File: src/rsh_map.svh
// register offsets, field positions and reset values for the switchover/holdover block
`ifndef RSH_MAP_SVH
`define RSH_MAP_SVH
`define RSH_ADDR_CTRL 8'h00
`define RSH_ADDR_STAT 8'h04
`define RSH_ADDR_IRQ 8'h08
`define RSH_ADDR_MASK 8'h0C
`define RSH_ADDR_FTW 8'h10
// control register fields
`define RSH_C_AUTO_REF 8
`define RSH_C_REF_OVRD 7
`define RSH_C_REF_FORCE 6
`define RSH_C_AUTO_HOLD 5
`define RSH_C_HOLD_OVRD 4
`define RSH_C_HOLD_FORCE 3
`define RSH_C_LINE_CARD 2
`define RSH_C_AUTO_ENTRY 1
`define RSH_C_AUTO_EXIT 0
`define RSH_CTRL_W 9
`define RSH_CTRL_RST 9'h000
// event bits
`define RSH_EV_SWITCH 0
`define RSH_EV_HOLD_IN 1
`define RSH_EV_HOLD_OUT 2
`define RSH_EV_FAIL 3
`define RSH_EV_W 4
`define RSH_EV_RST 4'h0
`endif

File: src/rsh_pkg.sv
// types shared by the switchover/holdover block
package rsh_pkg;
    typedef enum logic [1:0] {RSH_ST_A_RUN, RSH_ST_B_RUN, RSH_ST_A_HOLD, RSH_ST_B_HOLD} rsh_state_e;
    typedef struct packed {
        logic auto_ref;
        logic ref_ovrd;
        logic ref_force;
        logic auto_hold;
        logic hold_ovrd;
        logic hold_force;
        logic line_card;
        logic auto_entry;
        logic auto_exit;
    } rsh_ctrl_s;
    typedef struct packed {
        logic a_failed;
        logic b_failed;
        logic a_valid;
        logic b_valid;
    } rsh_mon_s;
endpackage : rsh_pkg

File: src/rsh_sync.sv
// two-flop synchroniser for pin levels
`timescale 1ns/1ps
module rsh_sync #(
    parameter int W = 2
) (
    // clock and reset
    input wire logic sys_clk,
    input wire logic rst,
    // level in and out
    input wire logic [W-1:0] d,
    output logic [W-1:0] q
);
    logic [W-1:0] s1_r;
    logic [W-1:0] s2_r;

    // first stage feeds only the second
    always_ff @(posedge sys_clk)
    begin
        if (rst)
        begin
            s1_r <= '0;
            s2_r <= '0;
        end
        else
        begin
            s1_r <= d;
            s2_r <= s1_r;
        end
    end
    assign q = s2_r;
endmodule : rsh_sync

File: src/rsh_edge_switch.sv
// edge-aligned reference multiplexer control
`timescale 1ns/1ps
module rsh_edge_switch (
    // clock and reset
    input wire logic sys_clk,
    input wire logic rst,
    // control
    input wire logic line_card,
    input wire logic want_b,
    // reference rising-edge pulses (already in sys_clk domain)
    input wire logic rise_a,
    input wire logic rise_b,
    // result
    output logic sel_b,
    output logic switched
);
    logic sel_r;
    logic sel_nxt;
    logic sw_r;
    logic sw_nxt;

    // pick when the active reference may change
    always_comb
    begin
        sel_nxt = sel_r;
        sw_nxt = 1'b0;
        if (want_b != sel_r)
        begin
            if (!line_card)
                sel_nxt = want_b;
            else if (want_b ? rise_b : rise_a)
                sel_nxt = want_b;
        end
        sw_nxt = (sel_nxt != sel_r);
    end

    // register selection
    always_ff @(posedge sys_clk)
    begin
        if (rst)
        begin
            sel_r <= 1'b0;
            sw_r <= 1'b0;
        end
        else
        begin
            sel_r <= sel_nxt;
            sw_r <= sw_nxt;
        end
    end
    assign sel_b = sel_r;
    assign switched = sw_r;
endmodule : rsh_edge_switch

File: src/rsh_ctrl.sv
// reference switchover and holdover controller with wishbone registers
// Summary of operation
// - line card off: switch to commanded reference at once
// - line card on: switch only at next rising edge of alternate reference
// - holdover entry freezes tuning word, no phase step
// - in holdover the DDS takes the static tuning word, not the loop word
// - auto-hold bit: 0 manual holdover, 1 state machine holdover
// - manual holdover: pin is input, 1 holdover, 0 normal
// - auto holdover: device drives pin with state machine decision
// - in auto holdover, hold override forces holdover to the force-value bit
// - under hold override the pin still shows state machine decision
// - auto-hold, hold override and force value reset to 0
// - four states: A run, B run, A hold, B hold
// - transitions follow control bits, pins and failure events
// - muxes pick state machine, pin or override for applied signals
// - in auto mode state machine outputs drive the pins
// - manual ref mode pin is input; auto mode pin shows chosen reference
// - ref override uses forced choice bit; in auto mode pin still shows machine choice
// - a reference is selectable again only once validated
//
// Implementation choices: the address map and register access over Wishbone.
`timescale 1ns/1ps
`include "rsh_map.svh"
module rsh_ctrl import rsh_pkg::*; #(
    parameter int FTW_W = 48
) (
    // clock and reset
    input wire logic sys_clk,
    input wire logic rst,
    // wishbone slave
    input wire logic wb_cyc_i,
    input wire logic wb_stb_i,
    input wire logic wb_we_i,
    input wire logic [7:0] wb_adr_i,
    input wire logic [3:0] wb_sel_i,
    input wire logic [31:0] wb_dat_i,
    output logic [31:0] wb_dat_o,
    output logic wb_ack_o,
    // reference monitors
    input wire rsh_mon_s mon,
    input wire logic reference_a_input,
    input wire logic reference_b_input,
    // reference choice pin
    input wire logic ref_choice_pin_i,
    output logic ref_choice_pin_o,
    output logic ref_choice_pin_oe,
    // holdover pin
    input wire logic hold_pin_i,
    output logic hold_pin_o,
    output logic hold_pin_oe,
    // loop and DDS
    input wire logic [FTW_W-1:0] loop_ftw,
    output logic [FTW_W-1:0] dds_ftw,
    output logic active_ref_b,
    output logic in_holdover,
    // interrupt
    output logic irq
);
    rsh_ctrl_s ctrl_r, ctrl_nxt;
    rsh_state_e st_r, st_nxt;
    logic [`RSH_EV_W-1:0] stat_r, stat_nxt;
    logic [`RSH_EV_W-1:0] mask_r, mask_nxt;
    logic [FTW_W-1:0] hold_ftw_r, hold_ftw_nxt;
    logic [FTW_W-1:0] ftw_r, ftw_nxt;
    logic [31:0] rd_nxt, rd_r;
    logic ack_r, ack_nxt;
    logic irq_r, irq_nxt;
    logic rp_o_r, rp_oe_r, hp_o_r, hp_oe_r, act_b_r, hold_r;
    logic rp_o_nxt, rp_oe_nxt, hp_o_nxt, hp_oe_nxt, hold_nxt;
    logic [1:0] pins_s;
    logic [1:0] refs_s;
    logic [1:0] refs_d_r;
    logic rise_a, rise_b;
    logic want_b, sel_b, switched;
    logic sm_b, sm_hold;
    logic [`RSH_EV_W-1:0] ev;
    logic fail_lvl, fail_r;
    logic req, wr, rd;

    // pins and reference clocks brought into sys_clk
    rsh_sync #(.W(2)) u_pin_sync (
        .sys_clk(sys_clk),
        .rst(rst),
        .d({hold_pin_i, ref_choice_pin_i}),
        .q(pins_s)
    );
    rsh_sync #(.W(2)) u_ref_sync (
        .sys_clk(sys_clk),
        .rst(rst),
        .d({reference_b_input, reference_a_input}),
        .q(refs_s)
    );
    always_ff @(posedge sys_clk)
    begin
        if (rst)
            refs_d_r <= 2'h0;
        else
            refs_d_r <= refs_s;
    end
    assign rise_a = refs_s[0] & ~refs_d_r[0];
    assign rise_b = refs_s[1] & ~refs_d_r[1];

    // state machine decoding
    assign sm_b = (st_r == RSH_ST_B_RUN) || (st_r == RSH_ST_B_HOLD);
    assign sm_hold = (st_r == RSH_ST_A_HOLD) || (st_r == RSH_ST_B_HOLD);

    // next state of the selection/holdover machine
    always_comb
    begin
        st_nxt = st_r;
        case (st_r)
            RSH_ST_A_RUN:
            begin
                if (!ctrl_r.auto_ref && pins_s[0])
                    st_nxt = RSH_ST_B_RUN;
                else if (ctrl_r.auto_ref && mon.a_failed && mon.b_valid && !mon.b_failed)
                    st_nxt = RSH_ST_B_RUN;
                else if (ctrl_r.auto_hold && ctrl_r.auto_entry && mon.a_failed)
                    st_nxt = RSH_ST_A_HOLD;
                else if (!ctrl_r.auto_hold && pins_s[1])
                    st_nxt = RSH_ST_A_HOLD;
            end
            RSH_ST_B_RUN:
            begin
                if (!ctrl_r.auto_ref && !pins_s[0])
                    st_nxt = RSH_ST_A_RUN;
                else if (ctrl_r.auto_ref && mon.b_failed && mon.a_valid && !mon.a_failed)
                    st_nxt = RSH_ST_A_RUN;
                else if (ctrl_r.auto_hold && ctrl_r.auto_entry && mon.b_failed)
                    st_nxt = RSH_ST_B_HOLD;
                else if (!ctrl_r.auto_hold && pins_s[1])
                    st_nxt = RSH_ST_B_HOLD;
            end
            RSH_ST_A_HOLD:
            begin
                if (!ctrl_r.auto_hold)
                begin
                    if (!pins_s[1])
                        st_nxt = RSH_ST_A_RUN;
                end
                else if (ctrl_r.auto_exit && mon.a_valid && !mon.a_failed)
                    st_nxt = RSH_ST_A_RUN;
                else if (ctrl_r.auto_exit && ctrl_r.auto_ref && mon.b_valid && !mon.b_failed)
                    st_nxt = RSH_ST_B_RUN;
            end
            RSH_ST_B_HOLD:
            begin
                if (!ctrl_r.auto_hold)
                begin
                    if (!pins_s[1])
                        st_nxt = RSH_ST_B_RUN;
                end
                else if (ctrl_r.auto_exit && mon.b_valid && !mon.b_failed)
                    st_nxt = RSH_ST_B_RUN;
                else if (ctrl_r.auto_exit && ctrl_r.auto_ref && mon.a_valid && !mon.a_failed)
                    st_nxt = RSH_ST_A_RUN;
            end
            default: st_nxt = RSH_ST_A_RUN;
        endcase
    end

    // muxes that choose the applied reference and holdover
    always_comb
    begin
        want_b = ctrl_r.auto_ref ? sm_b : pins_s[0];
        if (ctrl_r.ref_ovrd)
            want_b = ctrl_r.ref_force;
        hold_nxt = ctrl_r.auto_hold ? sm_hold : pins_s[1];
        if (ctrl_r.auto_hold && ctrl_r.hold_ovrd)
            hold_nxt = ctrl_r.hold_force;
        rp_oe_nxt = ctrl_r.auto_ref;
        rp_o_nxt = ctrl_r.auto_ref & sm_b;
        hp_oe_nxt = ctrl_r.auto_hold;
        hp_o_nxt = ctrl_r.auto_hold & sm_hold;
    end

    rsh_edge_switch u_switch (
        .sys_clk(sys_clk),
        .rst(rst),
        .line_card(ctrl_r.line_card),
        .want_b(want_b),
        .rise_a(rise_a),
        .rise_b(rise_b),
        .sel_b(sel_b),
        .switched(switched)
    );

    // tuning word: track loop, freeze on holdover entry
    always_comb
    begin
        ftw_nxt = loop_ftw;
        if (hold_nxt && !hold_r)
            ftw_nxt = ftw_r;
        else if (hold_nxt)
            ftw_nxt = hold_ftw_r;
    end

    // events and bus access
    assign ev[`RSH_EV_SWITCH] = switched;
    assign ev[`RSH_EV_HOLD_IN] = hold_nxt & ~hold_r;
    assign ev[`RSH_EV_HOLD_OUT] = ~hold_nxt & hold_r;
    // failure of the active reference counts once, when it starts
    assign fail_lvl = (mon.a_failed & ~sel_b) | (mon.b_failed & sel_b);
    assign ev[`RSH_EV_FAIL] = fail_lvl & ~fail_r;
    assign req = wb_cyc_i & wb_stb_i & ~ack_r;
    assign wr = req & wb_we_i;
    assign rd = req & ~wb_we_i;

    // register file next values
    always_comb
    begin
        ctrl_nxt = ctrl_r;
        mask_nxt = mask_r;
        hold_ftw_nxt = hold_ftw_r;
        stat_nxt = stat_r;
        rd_nxt = 32'h0000_0000;
        if (hold_nxt && !hold_r)
            hold_ftw_nxt = ftw_r;
        if (rd && wb_adr_i == `RSH_ADDR_IRQ)
            stat_nxt = '0;
        stat_nxt = stat_nxt | ev; // set wins over read clear
        if (wr && wb_adr_i == `RSH_ADDR_CTRL)
        begin
            if (wb_sel_i[0])
                ctrl_nxt[`RSH_C_AUTO_REF-1:0] = wb_dat_i[`RSH_C_AUTO_REF-1:0];
            if (wb_sel_i[1])
                ctrl_nxt[`RSH_C_AUTO_REF] = wb_dat_i[`RSH_C_AUTO_REF];
        end
        else if (wr && wb_adr_i == `RSH_ADDR_MASK && wb_sel_i[0])
            mask_nxt = wb_dat_i[`RSH_EV_W-1:0];
        else if (wr && wb_adr_i == `RSH_ADDR_FTW && hold_r)
            hold_ftw_nxt = FTW_W'({hold_ftw_r[FTW_W-1:32], wb_dat_i}); // low word only
        if (wb_adr_i == `RSH_ADDR_CTRL)
            rd_nxt = {23'h0, ctrl_r};
        else if (wb_adr_i == `RSH_ADDR_STAT)
            rd_nxt = {26'h0, st_r, in_holdover, active_ref_b, hp_o_r, rp_o_r};
        else if (wb_adr_i == `RSH_ADDR_IRQ)
            rd_nxt = {28'h0, stat_r};
        else if (wb_adr_i == `RSH_ADDR_MASK)
            rd_nxt = {28'h0, mask_r};
        else if (wb_adr_i == `RSH_ADDR_FTW)
            rd_nxt = hold_ftw_r[31:0];
        ack_nxt = req;
        irq_nxt = |(stat_nxt & mask_nxt);
    end

    // all registers except refs_d_r
    always_ff @(posedge sys_clk)
    begin
        if (rst)
        begin
            ctrl_r <= `RSH_CTRL_RST;
            st_r <= RSH_ST_A_RUN;
            stat_r <= `RSH_EV_RST;
            mask_r <= `RSH_EV_RST;
            hold_ftw_r <= '0;
            ftw_r <= '0;
            rd_r <= 32'h0000_0000;
            ack_r <= 1'b0;
            irq_r <= 1'b0;
            rp_o_r <= 1'b0;
            rp_oe_r <= 1'b0;
            hp_o_r <= 1'b0;
            hp_oe_r <= 1'b0;
            act_b_r <= 1'b0;
            hold_r <= 1'b0;
            fail_r <= 1'b0;
        end
        else
        begin
            ctrl_r <= ctrl_nxt;
            st_r <= st_nxt;
            stat_r <= stat_nxt;
            mask_r <= mask_nxt;
            hold_ftw_r <= hold_ftw_nxt;
            ftw_r <= ftw_nxt;
            rd_r <= rd_nxt;
            ack_r <= ack_nxt;
            irq_r <= irq_nxt;
            rp_o_r <= rp_o_nxt;
            rp_oe_r <= rp_oe_nxt;
            hp_o_r <= hp_o_nxt;
            hp_oe_r <= hp_oe_nxt;
            act_b_r <= sel_b;
            hold_r <= hold_nxt;
            fail_r <= fail_lvl;
        end
    end

    assign wb_dat_o = rd_r;
    assign wb_ack_o = ack_r;
    assign irq = irq_r;
    assign ref_choice_pin_o = rp_o_r;
    assign ref_choice_pin_oe = rp_oe_r;
    assign hold_pin_o = hp_o_r;
    assign hold_pin_oe = hp_oe_r;
    assign dds_ftw = ftw_r;
    assign active_ref_b = act_b_r;
    assign in_holdover = hold_r;
endmodule : rsh_ctrl

File: config.mk
export PLATFORM = sky130hd
export DESIGN_NAME = rsh_ctrl
export DESIGN_NICKNAME = d
export VERILOG_FILES = /design/src/rsh_pkg.sv /design/src/rsh_sync.sv /design/src/rsh_edge_switch.sv /design/src/rsh_ctrl.sv
export VERILOG_INCLUDE_DIRS = /design/src
export SDC_FILE = /design/constraint.sdc
export NUM_CORES = 1
export LEC_CHECK = 0
export BUFFER_PORTS_ARGS = -buffer_cell sky130_fd_sc_hd__clkbuf_2
export CORE_MARGIN = 2
export CORE_UTILIZATION = 40
export DETAILED_ROUTE_END_ITERATION = 8
export PLACE_DENSITY = 0.68
export SLEW_MARGIN = 20
export SYNTH_ARGS = -nofsm -noshare
export SYNTH_HDL_FRONTEND = slang
export SYNTH_HIERARCHICAL = 1
export SYNTH_SLANG_ARGS = --single-unit
export TNS_END_PERCENT = 1
File: constraint.sdc
create_clock -name sys_clk -period 3.2 [get_ports sys_clk]
set_input_delay 0.64 -clock sys_clk [delete_from_list [all_inputs] [get_ports sys_clk]]
set_output_delay 0.64 -clock sys_clk [all_outputs]
set_load 0.02 [all_outputs]
==> summary.md, run 1 <==
| Metric | Value |
|---|---|
| Pin count of the biggest net entering global routing | 97 |
| Crit. Startpoint | in_holdover |
| Clk_skew | 0.00814 ns |
| CP arrival | 1.96 ns |
| FF/Latch Area | 3370 µm² |
| Final layout net count | 1019 |
| Clock root buffer | clkbuf_16 |
| Area Overhead vs Synth | 25.1% |
| Number of global-route vias before repair | 5570 |
| PD cells | 564 nW/µm² |
| Clk sinks | 168 |
| Vias per inst | 5.13 |
| Setup tns final | 0 ns |
| Final setup fails | 0 |
| WL/cell | 15.7 µm |
| Cell Chain, Critical Path | buf_4 -> clkbuf_2 |
| Congestion Overflow GR | 0 |
| Hold Buf Count CTS | 0 |
| Clock slew at reported path FFs | 0.06 ns |
| Mean Syn Cell Area | 9.27 µm² |
| Die Y | 136 µm |
| LEAKAGE | 3.51 nW |
| Post-Syn Instances | 751 |
| Yosys cell types | 45 |
| R2R Setup Slk | 0.84 ns |
| DP Area | 8070 µm² |
| Total power | 0.00491 W |
| Die ar. | 18500 µm² |
| Antenna Nets Post-Route | 0 |
| Final WL | 18100 µm |
| FILL cells | 1654 |
| Core Footprint | 17200 µm² |
| # diodes | 0 |
| Initial antenna violation count | 0 |
| Post-synthesis sequential area ratio | 0.483 |
| FFs w/ async S/R, synth | 0 |
| Mapped Nets | 856 |
| Routed vias | 5909 |
| Post-CTS Setup Bufs | 0 |
| CP Max Fanout | 32 |
| CP startpoint kind | flip-flop |
| Endpoints failing hold | 0 |
| Post-route DRC | 0 |
| Post-synthesis cell area | 6970 µm² |
| Design Area, Final | 8720 µm² |
| RSZ-0062 raised after global routing | false |
| Hold Path Class | input pin to flip-flop |
| Slew at the pin closest to its max-slew limit | 0.989 ns |
| Initial Util | 0.406 |
| Max-Cap Viols | 0 |
| Row cnt | 48 |
| Final min period | 2.60 ns |
| Post-Layout Cell Count | 1152 |
| Worst setup EP type | output pin |
| Top_reg_cell synth | dfxtp_1 |
| F_max | 0.385 GHz |
| Proportion of layout cells with a drive suffix above 1 | 0.283 |
| Status | complete, no violations |
| Synth Warn # | 6 |
| Worst R2R End | dds_ftw[11] |
| Slew Limit Fails | 0 |
| Critical Path Max Stage Delay | 0.75 ns |
| DRT Pass-1 Iters | 4 |
| I/O Buffers | 190 |
| DIE WIDTH | 136 µm |
| Worst-Skew Late Latency | 0.43 ns |
| Slew HR | 0.341 |
| GRT Overall Usage | 0.198 |
| R2r startpoint | hp_oe_nxt |
| Num CTS Buffers | 17 |
| Max IR drop VDD | 361 µV |
| Multi-input gate area | 3340 µm² |
| H-tree levels | 4 |
| FF-to-FF path depth | 5 |
| Critical path endpoint | in_holdover |
| WS Path Type | flip-flop to output pin |
| GPL Wtd Cong | 0.794 |
| Drt first-iter violations | 304 |
| IO Pins | 193 |
| Period utilization | 0.812 |
| DP Wirelength | 12000 µm |
| Placed instance count | 1120 |
| CTS tree | built |
| Max clock buf depth | 2 |
| Seq cells post-synth | 168 |
| Post-CTS sizing | 0 |
| CP max-delay cell | dfxtp_4 |
| Global-route wire length before repair | 28700 µm |
| Req. time, crit path | 2.56 ns |
| Post-synth EDFFs | 0 |
[state kept, by name, summed over array words and instances (netlist names), 2 cells and up]
register         cells
u_pin_sync/q         2
st_r                 2
dds_ftw             48
ctrl_r               7
stat_r               4
u_pin_sync/s1_r      2
wb_dat_o            32
u_ref_sync/q         2
u_ref_sync/s1_r      2
refs_d_r             2
hold_ftw_r          48
mask_r               4
[per-stage QoR]
stage / hold slack (ns) / util / setup slack (ns)
2_1_floorplan: 0.414 / - / 1.27
3_3_place_gp: 0.422 / 0.470 / 0.571
3_5_place_dp: 0.427 / 0.470 / 0.498
4_1_cts: 0.416 / 0.507 / 0.568
5_1_grt: 0.426 / 0.507 / 0.510
6_report: 0.430 / 0.507 / 0.603
[area by class of cell]
| type | instances | area share |
|---|---|---|
| inverter | 5 | 0.00215 |
| clock inverter | 11 | 0.0224 |
| timing repair buffer | 200 | 0.122 |
| clock buffer | 21 | 0.0517 |
| tap | 225 | 0.0323 |
| multi-input combinational | 522 | 0.383 |
| sequential | 168 | 0.386 |
[per-layer routing]
layer  share of wire  GRT usage  vias up
met1            0.46      0.245     2776
met5               0          0        -
li1                -          -     2958
met3           0.052     0.0515       31
met2            0.46      0.325      144
met4           0.027     0.0891        0
[Yosys cell counts (2+ instances only)]
cell type	instances	area share
dfxtp_1	168	0.48
nor2_1	119	0.064
nand2_1	102	0.055
mux2i_1	74	0.11
a211oi_1	50	0.054
a21oi_1	34	0.024
clkbuf_1	31	0.017
and2_1	25	0.022
nor2b_1	25	0.022
a311oi_2	22	0.047
buf_2	18	0.013
o21ai_0	15	0.011
a311oi_1	10	0.013
inv_1	5	0.0027
o2bb2ai_1	5	0.0063
nand3_1	4	0.0029
and3_1	3	0.0027
buf_4	3	0.0032
buf_6	3	0.0048
nand4b_1	3	0.0038
o31ai_1	3	0.0032
nand2b_1	2	0.0018
nand3b_1	2	0.0022
nand4_1	2	0.0018
nor3_1	2	0.0014
o22a_1	2	0.0025
[how the worst min path moves through the flow]
stage                        from                  to  cells past startpoint
2_1_floorplan  u_pin_sync/s1_r[0]     u_pin_sync/q[0]                      1
3_3_place_gp   u_ref_sync/s1_r[0]     u_ref_sync/q[0]                      1
3_5_place_dp   u_pin_sync/s1_r[1]     u_pin_sync/q[1]                      1
4_1_cts         reference_b_input  u_ref_sync/s1_r[1]                      2
5_1_grt                hold_pin_i  u_pin_sync/s1_r[1]                      2
6_report               hold_pin_i  u_pin_sync/s1_r[1]                      2
[worst max-delay path: cells and delay by family (launching register included)]
family / cells / cell delay (ns)
buffers and inverters: 2 / 0.77
DFF: 1 / 0.75
[logic make-up (layout without fill, tap and decap cells)]
logic type / Yosys count / after routing / synth area share
mux: 74 / 74 / 0.106
compound gates: 149 / 149 / 0.172
buf+inv: 61 / 237 / 0.0410
simple gates: 299 / 299 / 0.198
flops: 168 / 168 / 0.483
[power breakdown]
part	leakage [nW]	internal (W)	switching, W
clock	0.312	0.00141	0.000850
sequential	1.37	0.00216	0.0000616
combinational	1.83	0.000175	0.000255
[placed cells by master (no fill, tap or decap), types with 3 or more instances in the layout]
cell type / count
bufinv_16: 5
nor2_1: 118
clkinv_4: 3
clkbuf_1: 3
a21oi_1: 34
o2bb2ai_1: 5
nand3_1: 4
clkbuf_16: 17
a311oi_1: 10
inv_1: 5
buf_12: 3
mux2i_1: 74
and3_1: 3
clkbuf_2: 189
nor2b_1: 25
nand4b_1: 3
a211oi_1: 50
o31ai_1: 3
dfxtp_1: 167
o21ai_0: 15
buf_4: 8
a311oi_2: 22
and2_1: 25
nand2_1: 102
Note: power is estimated with default switching activity, not from simulation.
==> run 2: changes to the inputs <==
==> constraint.sdc (replaced) <==
create_clock -name sys_clk -period 2.5 [get_ports sys_clk]
set_input_delay 0.5 -clock sys_clk [delete_from_list [all_inputs] [get_ports sys_clk]]
set_output_delay 0.5 -clock sys_clk [all_outputs]
set_load 0.02 [all_outputs]
==> run 2 against run 1 <==
  * Via count decreased by 0.52%
  * Die area unchanged
  * Non-clock buffer count increased by 3
  * Register-to-register slack got worse by 0.25 ns
==> summary.md, run 2 (synthesis results as in run 1) <==
| Metric | Value |
|---|---|
| Core Footprint | 17200 µm² (unchanged) |
| Number of global-route vias before repair | 5514 (-1.0%) |
| Hold Path Class | input pin to flip-flop |
| Clk sinks | 168 (unchanged) |
| Final layout net count | 1022 (+0.29%) |
| Area Overhead vs Synth | 25.5% |
| Post-CTS Setup Bufs | 0 (unchanged) |
| Initial Util | 0.406 (unchanged) |
| Clock slew at reported path FFs | 0.06 ns (about the same) |
| Busiest layer in global routing | met2 |
| Hold Buf Count CTS | 0 (unchanged) |
| Max-Cap Viols | 0 (unchanged) |
| Cell Chain, Critical Path | mux2i_1 -> a21oi_4 -> nand2b_2 -> buf_4 -> nand2_1 -> a311oi_2 |
| Critical Path Max Stage Delay | 0.52 ns (-0.23 ns) |
| Global-route wire length before repair | 28800 µm (+0.43%) |
| FILL cells | 1643 (-0.67%) |
| Most common cell after layout, fill and taps aside | clkbuf_2 |
| DRT Pass-1 Iters | 4 (unchanged) |
| GPL Wtd Cong | 0.803 (+1.1%) |
| # diodes | 0 (unchanged) |
| Slew at the pin closest to its max-slew limit | 0.633 ns (-0.356 ns) |
| Die Y | 136 µm (unchanged) |
| Endpoints failing hold | 0 (unchanged) |
| Slew HR | 0.578 (+0.237) |
| Clk_skew | 0.00816 ns (+0.0000199 ns) |
| Post-route DRC | 0 (unchanged) |
| Post-CTS sizing | 0 (unchanged) |
| WS Path Type | flip-flop to flip-flop |
| Setup tns final | 0 ns (unchanged) |
| Final setup fails | 0 (unchanged) |
| IO Pins | 193 (unchanged) |
| Final min period | 1.91 ns |
| CP max-delay cell | mux2i_1 |
| Worst setup EP type | flip-flop |
| Row cnt | 48 (unchanged) |
| Met2 GRT Util | 0.325 (about the same) |
| Final WL | 18000 µm (-0.70%) |
| CTS tree | built |
| Proportion of layout cells with a drive suffix above 1 | 0.288 (+0.00554) |
| PD cells | 706 nW/µm² (+25%) |
| Status | complete, no violations |
| I/O Buffers | 190 (unchanged) |
| Crit path buffers/inverters | 1 (-1) |
| Period utilization | 0.766 |
| Max IR drop VDD | 427 µV (+18%) |
| Drt first-iter violations | 314 (+3.3%) |
| WL/cell | 15.6 µm (-0.96%) |
| CP Max Fanout | 27 (-16%) |
| Routed vias | 5878 (-0.52%) |
| Vias per inst | 5.09 (-0.78%) |
| FF/Latch Area | 3370 µm² (unchanged) |
| Pin count of the biggest net entering global routing | 97 (unchanged) |
| Clock root buffer | clkbuf_16 |
| F_max | 0.523 GHz |
| Req. time, crit path | 2.83 ns (+0.27 ns) |
| Crit path max-delay family | multiplexers |
| RSZ-0062 raised after global routing | false |
| DP Wirelength | 11900 µm (-1.1%) |
| CP startpoint kind | flip-flop |
| Worst hold slack | 0.284 ns (-0.147 ns) |
| Worst-Skew Late Latency | 0.42 ns (about the same) |
| H-tree levels | 4 (unchanged) |
| Multi-input gate area | 3340 µm² (unchanged) |
| GRT Overall Usage | 0.198 (-0.000617) |
| Placed instance count | 1123 (+0.27%) |
| CP arrival | 2.25 ns (+0.29 ns) |
| Num CTS Buffers | 17 (unchanged) |
| DIE WIDTH | 136 µm (unchanged) |
| Antenna Nets Post-Route | 0 (unchanged) |
| M1 GR Usage | 0.256 (+0.0110) |
| LEAKAGE | 3.52 nW (+0.32%) |
| Congestion Overflow GR | 0 (unchanged) |
| Slew Limit Fails | 0 (unchanged) |
| Post-Layout Cell Count | 1155 (+0.26%) |
| Max clock buf depth | 2 (unchanged) |
| Initial antenna violation count | 0 (unchanged) |
| Commonest non-fill, non-tap cells in the layout | clkbuf_2, dfxtp_1, nor2_1 |
| Die ar. | 18500 µm² (unchanged) |
| Grt met3 use | 0.0496 (-0.00186) |
==> run 2: final cells by class <==
class,count,share of cell area
multi-input cells,522,0.382
repair buffers,203,0.127
clock inverters,14,0.0210
clock buffers,18,0.0502
flip-flops and latches,168,0.385
inverters,5,0.00215
well taps,225,0.0322
==> run 2: stage by stage <==
step / power, W / utilization / area (µm²) / worst slack, ns
2_1_floorplan: 0.00323 / - / 6970 / 0.709
3_3_place_gp: 0.00345 / 0.473 / 8120 / 0.415
3_5_place_dp: 0.00346 / 0.473 / 8120 / 0.362
4_1_cts: 0.00624 / 0.509 / 8740 / 0.553
5_1_grt: 0.00642 / 0.509 / 8740 / 0.412
6_report: 0.00617 / 0.509 / 8740 / 0.586
==> run 2: report_power, final <==
| part | switching [W] | internal, W | total [W] |
|---|---|---|---|
| Combinational | 0.000329 | 0.000228 | 0.000556 |
| Clock | 0.00115 | 0.00163 | 0.00278 |
| Sequential | 0.0000724 | 0.00277 | 0.00284 |
| Total | 0.00155 | 0.00462 | 0.00617 |
==> run 2: path summary, 6_finish.rpt <==
path | from | end | slack (ns) | depth (start not counted)
worst max register to register | ctrl_r[4] | hold_ftw_r[0] | 0.59 | 6
worst max-delay path | ctrl_r[4] | hold_ftw_r[0] | 0.59 | 6
worst min register to register | u_pin_sync/s1_r[1] | u_pin_sync/q[1] | 0.44 | 1
worst min-delay path | ref_choice_pin_i | u_pin_sync/s1_r[0] | 0.28 | 2
==> run 2: worst register-to-register path: cells and delay by family (launching register included) <==
| kind | cells | cell delay, ns |
|---|---|---|
| flops | 1 | 0.36 |
| buf+inv | 1 | 0.31 |
| simple gates | 2 | 0.22 |
| compound gates | 2 | 0.41 |
| mux | 1 | 0.52 |
==> run 2: routing by layer <==
layer | part of all wire | vias up
met5 | 0 | -
met4 | 0.013 | 0
met3 | 0.051 | 15
met2 | 0.48 | 130
met1 | 0.46 | 2775
li1 | - | 2958
==> run 3: changes to the inputs <==
==> constraint.sdc (replaced) <==
create_clock -name sys_clk -period 1.8 [get_ports sys_clk]
set_input_delay 0.36 -clock sys_clk [delete_from_list [all_inputs] [get_ports sys_clk]]
set_output_delay 0.36 -clock sys_clk [all_outputs]
set_load 0.02 [all_outputs]
==> run 3 against run 2 <==
  * Utilization rose by 1.4 points
  * Routed wire length rose by 0.72%
  * Clock power rose by 34%
  * First-iteration DRC count rose by 9.2%
  * Die area did not move
  * Maximum frequency rose by 13%
  * Sequential cell count did not move
  * Sequential power rose by 39%
  * Worst hold slack got worse by 0.14 ns
  * Setup slack got worse by 0.48 ns
  * Cell area rose by 2.7%
==> summary.md, run 3 (synthesis results as in run 1) <==
| Metric | Value |
|---|---|
| Worst-Skew Late Latency | 0.42 ns (about the same) |
| CP Max Fanout | 37 (+37%) |
| Post-route DRC | 0 (unchanged) |
| Num CTS Buffers | 17 (unchanged) |
| Period utilization | 0.942 (+0.176) |
| PD cells | 947 nW/µm² (+34%) |
| Max-Cap Viols | 0 (unchanged) |
| Post-Layout Cell Count | 1177 (+1.9%) |
| Place WS | -0.129 ns (-0.492 ns) |
| Final min period | 1.70 ns (-0.219 ns) |
| Area Overhead vs Synth | 28.9% |
| CTS tree | built |
| Initial antenna violation count | 0 (unchanged) |
| Final WL | 18100 µm (+0.72%) |
| Setup tns final | 0 ns (unchanged) |
| CP arrival | 2.02 ns (-0.23 ns) |
| GPL Wtd Cong | 0.824 (+2.6%) |
| IO Pins | 193 (unchanged) |
| FILL cells | 1621 (-1.3%) |
| DIE WIDTH | 136 µm (unchanged) |
| I/O Buffers | 190 (unchanged) |
| Post-CTS Setup Bufs | 0 (unchanged) |
| Core Footprint | 17200 µm² (unchanged) |
| Congestion Overflow GR | 0 (unchanged) |
| Most common cell after layout, fill and taps aside | clkbuf_2 |
| Clock root buffer | clkbuf_16 |
| Die ar. | 18500 µm² (unchanged) |
| Max IR drop VDD | 617 µV (+44%) |
| Endpoints failing hold | 0 (unchanged) |
| # diodes | 0 (unchanged) |
| H-tree levels | 4 (unchanged) |
| DP Wirelength | 12500 µm (+5.2%) |
| Initial Util | 0.406 (unchanged) |
| WL/cell | 15.4 µm (-1.2%) |
| Die Y | 136 µm (unchanged) |
| Clk_skew | 0.0115 ns (+0.00335 ns) |
| Global-route wire length before repair | 28400 µm (-1.5%) |
| Proportion of layout cells with a drive suffix above 1 | 0.306 (+0.0175) |
| DRT Pass-1 Iters | 4 (unchanged) |
| Total power | 0.00850 W (+38%) |
| Final layout net count | 1044 (+2.2%) |
| Commonest non-fill, non-tap cells in the layout | clkbuf_2, dfxtp_1, nor2_1 |
| Routed vias | 5953 (+1.3%) |
| Slew HR | 0.725 (+0.147) |
| GRT Overall Usage | 0.195 (-0.00252) |
| LEAKAGE | 3.64 nW (+3.3%) |
| Max clock buf depth | 2 (unchanged) |
| CP startpoint kind | flip-flop |
| Slew at the pin closest to its max-slew limit | 0.412 ns (-0.221 ns) |
| Worst setup EP type | flip-flop |
| Vias per inst | 5.06 (-0.62%) |
| Number of global-route vias before repair | 5518 (+0.073%) |
| F_max | 0.590 GHz (+13%) |
| Hold Path Class | input pin to flip-flop |
| Status | complete, no violations |
| RSZ-0062 raised after global routing | false |
| Antenna Nets Post-Route | 0 (unchanged) |
| Clock slew at reported path FFs | 0.06 ns (about the same) |
| Fin worst setup slack | 0.105 ns (-0.481 ns) |
| Row cnt | 48 (unchanged) |
| Drt first-iter violations | 343 (+9.2%) |
| Final setup fails | 0 (unchanged) |
| Req. time, crit path | 2.12 ns (-0.71 ns) |
| Placed instance count | 1145 (+2.0%) |
| Slew Limit Fails | 0 (unchanged) |
| Pin count of the biggest net entering global routing | 97 (unchanged) |
| WS Path Type | flip-flop to flip-flop |
| Clk sinks | 168 (unchanged) |
-- run 3: cell types whose count changed in the layout (fill, tap and decap cells not counted), sizes merged --
cell,before,now
inv,11,8
bufinv,3,2
clkinv,4,3
clkinvlp,1,4
clkbuf,207,209
buf,14,36
-- run 3: path summary, 6_finish.rpt --
path                            depth (start not counted)                  to  slack [ns]          startpoint
worst max register to register                          5      hold_ftw_r[17]        0.10            wb_ack_o
worst max-delay path                                    5      hold_ftw_r[17]        0.10            wb_ack_o
worst min-delay path                                    2  u_pin_sync/s1_r[0]        0.15    ref_choice_pin_i
worst min register to register                          1     u_ref_sync/q[0]        0.43  u_ref_sync/s1_r[0]
-- run 3: stage by stage --
step	util	hold WS, ns	cell area, µm²
4_1_cts	0.521	0.133	8950
3_3_place_gp	0.486	0.424	8350
3_5_place_dp	0.486	0.424	8350
2_1_floorplan	-	0.414	6970
5_1_grt	0.523	0.166	8980
6_report	0.523	0.146	8980
-- run 3: power breakdown --
part	total, W	internal [W]	switching (W)
Clock	0.00373	0.00218	0.00155
Sequential	0.00394	0.00384	0.0000975
Combinational	0.000832	0.000358	0.000474
Total	0.00850	0.00638	0.00212
-- run 3: critical path: stages (launching register included) --
cell and delay [ns]:
dfxtp_1 0.32, nand4b_1 0.25, nor4b_4 0.38, nand3_4 0.16, buf_12 0.20, a311oi_1 0.26
-- run 3: timing repair --
| action | 4_1_cts | 5_1_grt |
|---|---|---|
| endpoints found under the hold margin | 0 | 0 |
| endpoints found under the setup margin | 0 | 15 |
| resized for setup | 0 | 4 |
| hold buffers | 0 | 0 |
-- run 3: final cells by class --
| type | instances | area (µm²) | area share |
|---|---|---|---|
| sequential | 168 | 3370 | 0.375 |
| multi-input combinational | 522 | 3360 | 0.374 |
| timing repair buffer | 225 | 1350 | 0.150 |
| clock buffer | 20 | 468 | 0.0521 |
| tap | 225 | 282 | 0.0314 |
| clock inverter | 12 | 139 | 0.0155 |
| inverter | 5 | 18.8 | 0.00209 |
-- run 3: per-layer routing --
| layer | vias to the layer above | track usage | part of all wire |
|---|---|---|---|
| met5 | - | 0 | 0 |
| li1 | 3008 | - | - |
| met4 | 0 | 0.0706 | 0.015 |
| met2 | 151 | 0.320 | 0.47 |
| met1 | 2777 | 0.248 | 0.45 |
| met3 | 17 | 0.0515 | 0.060 |
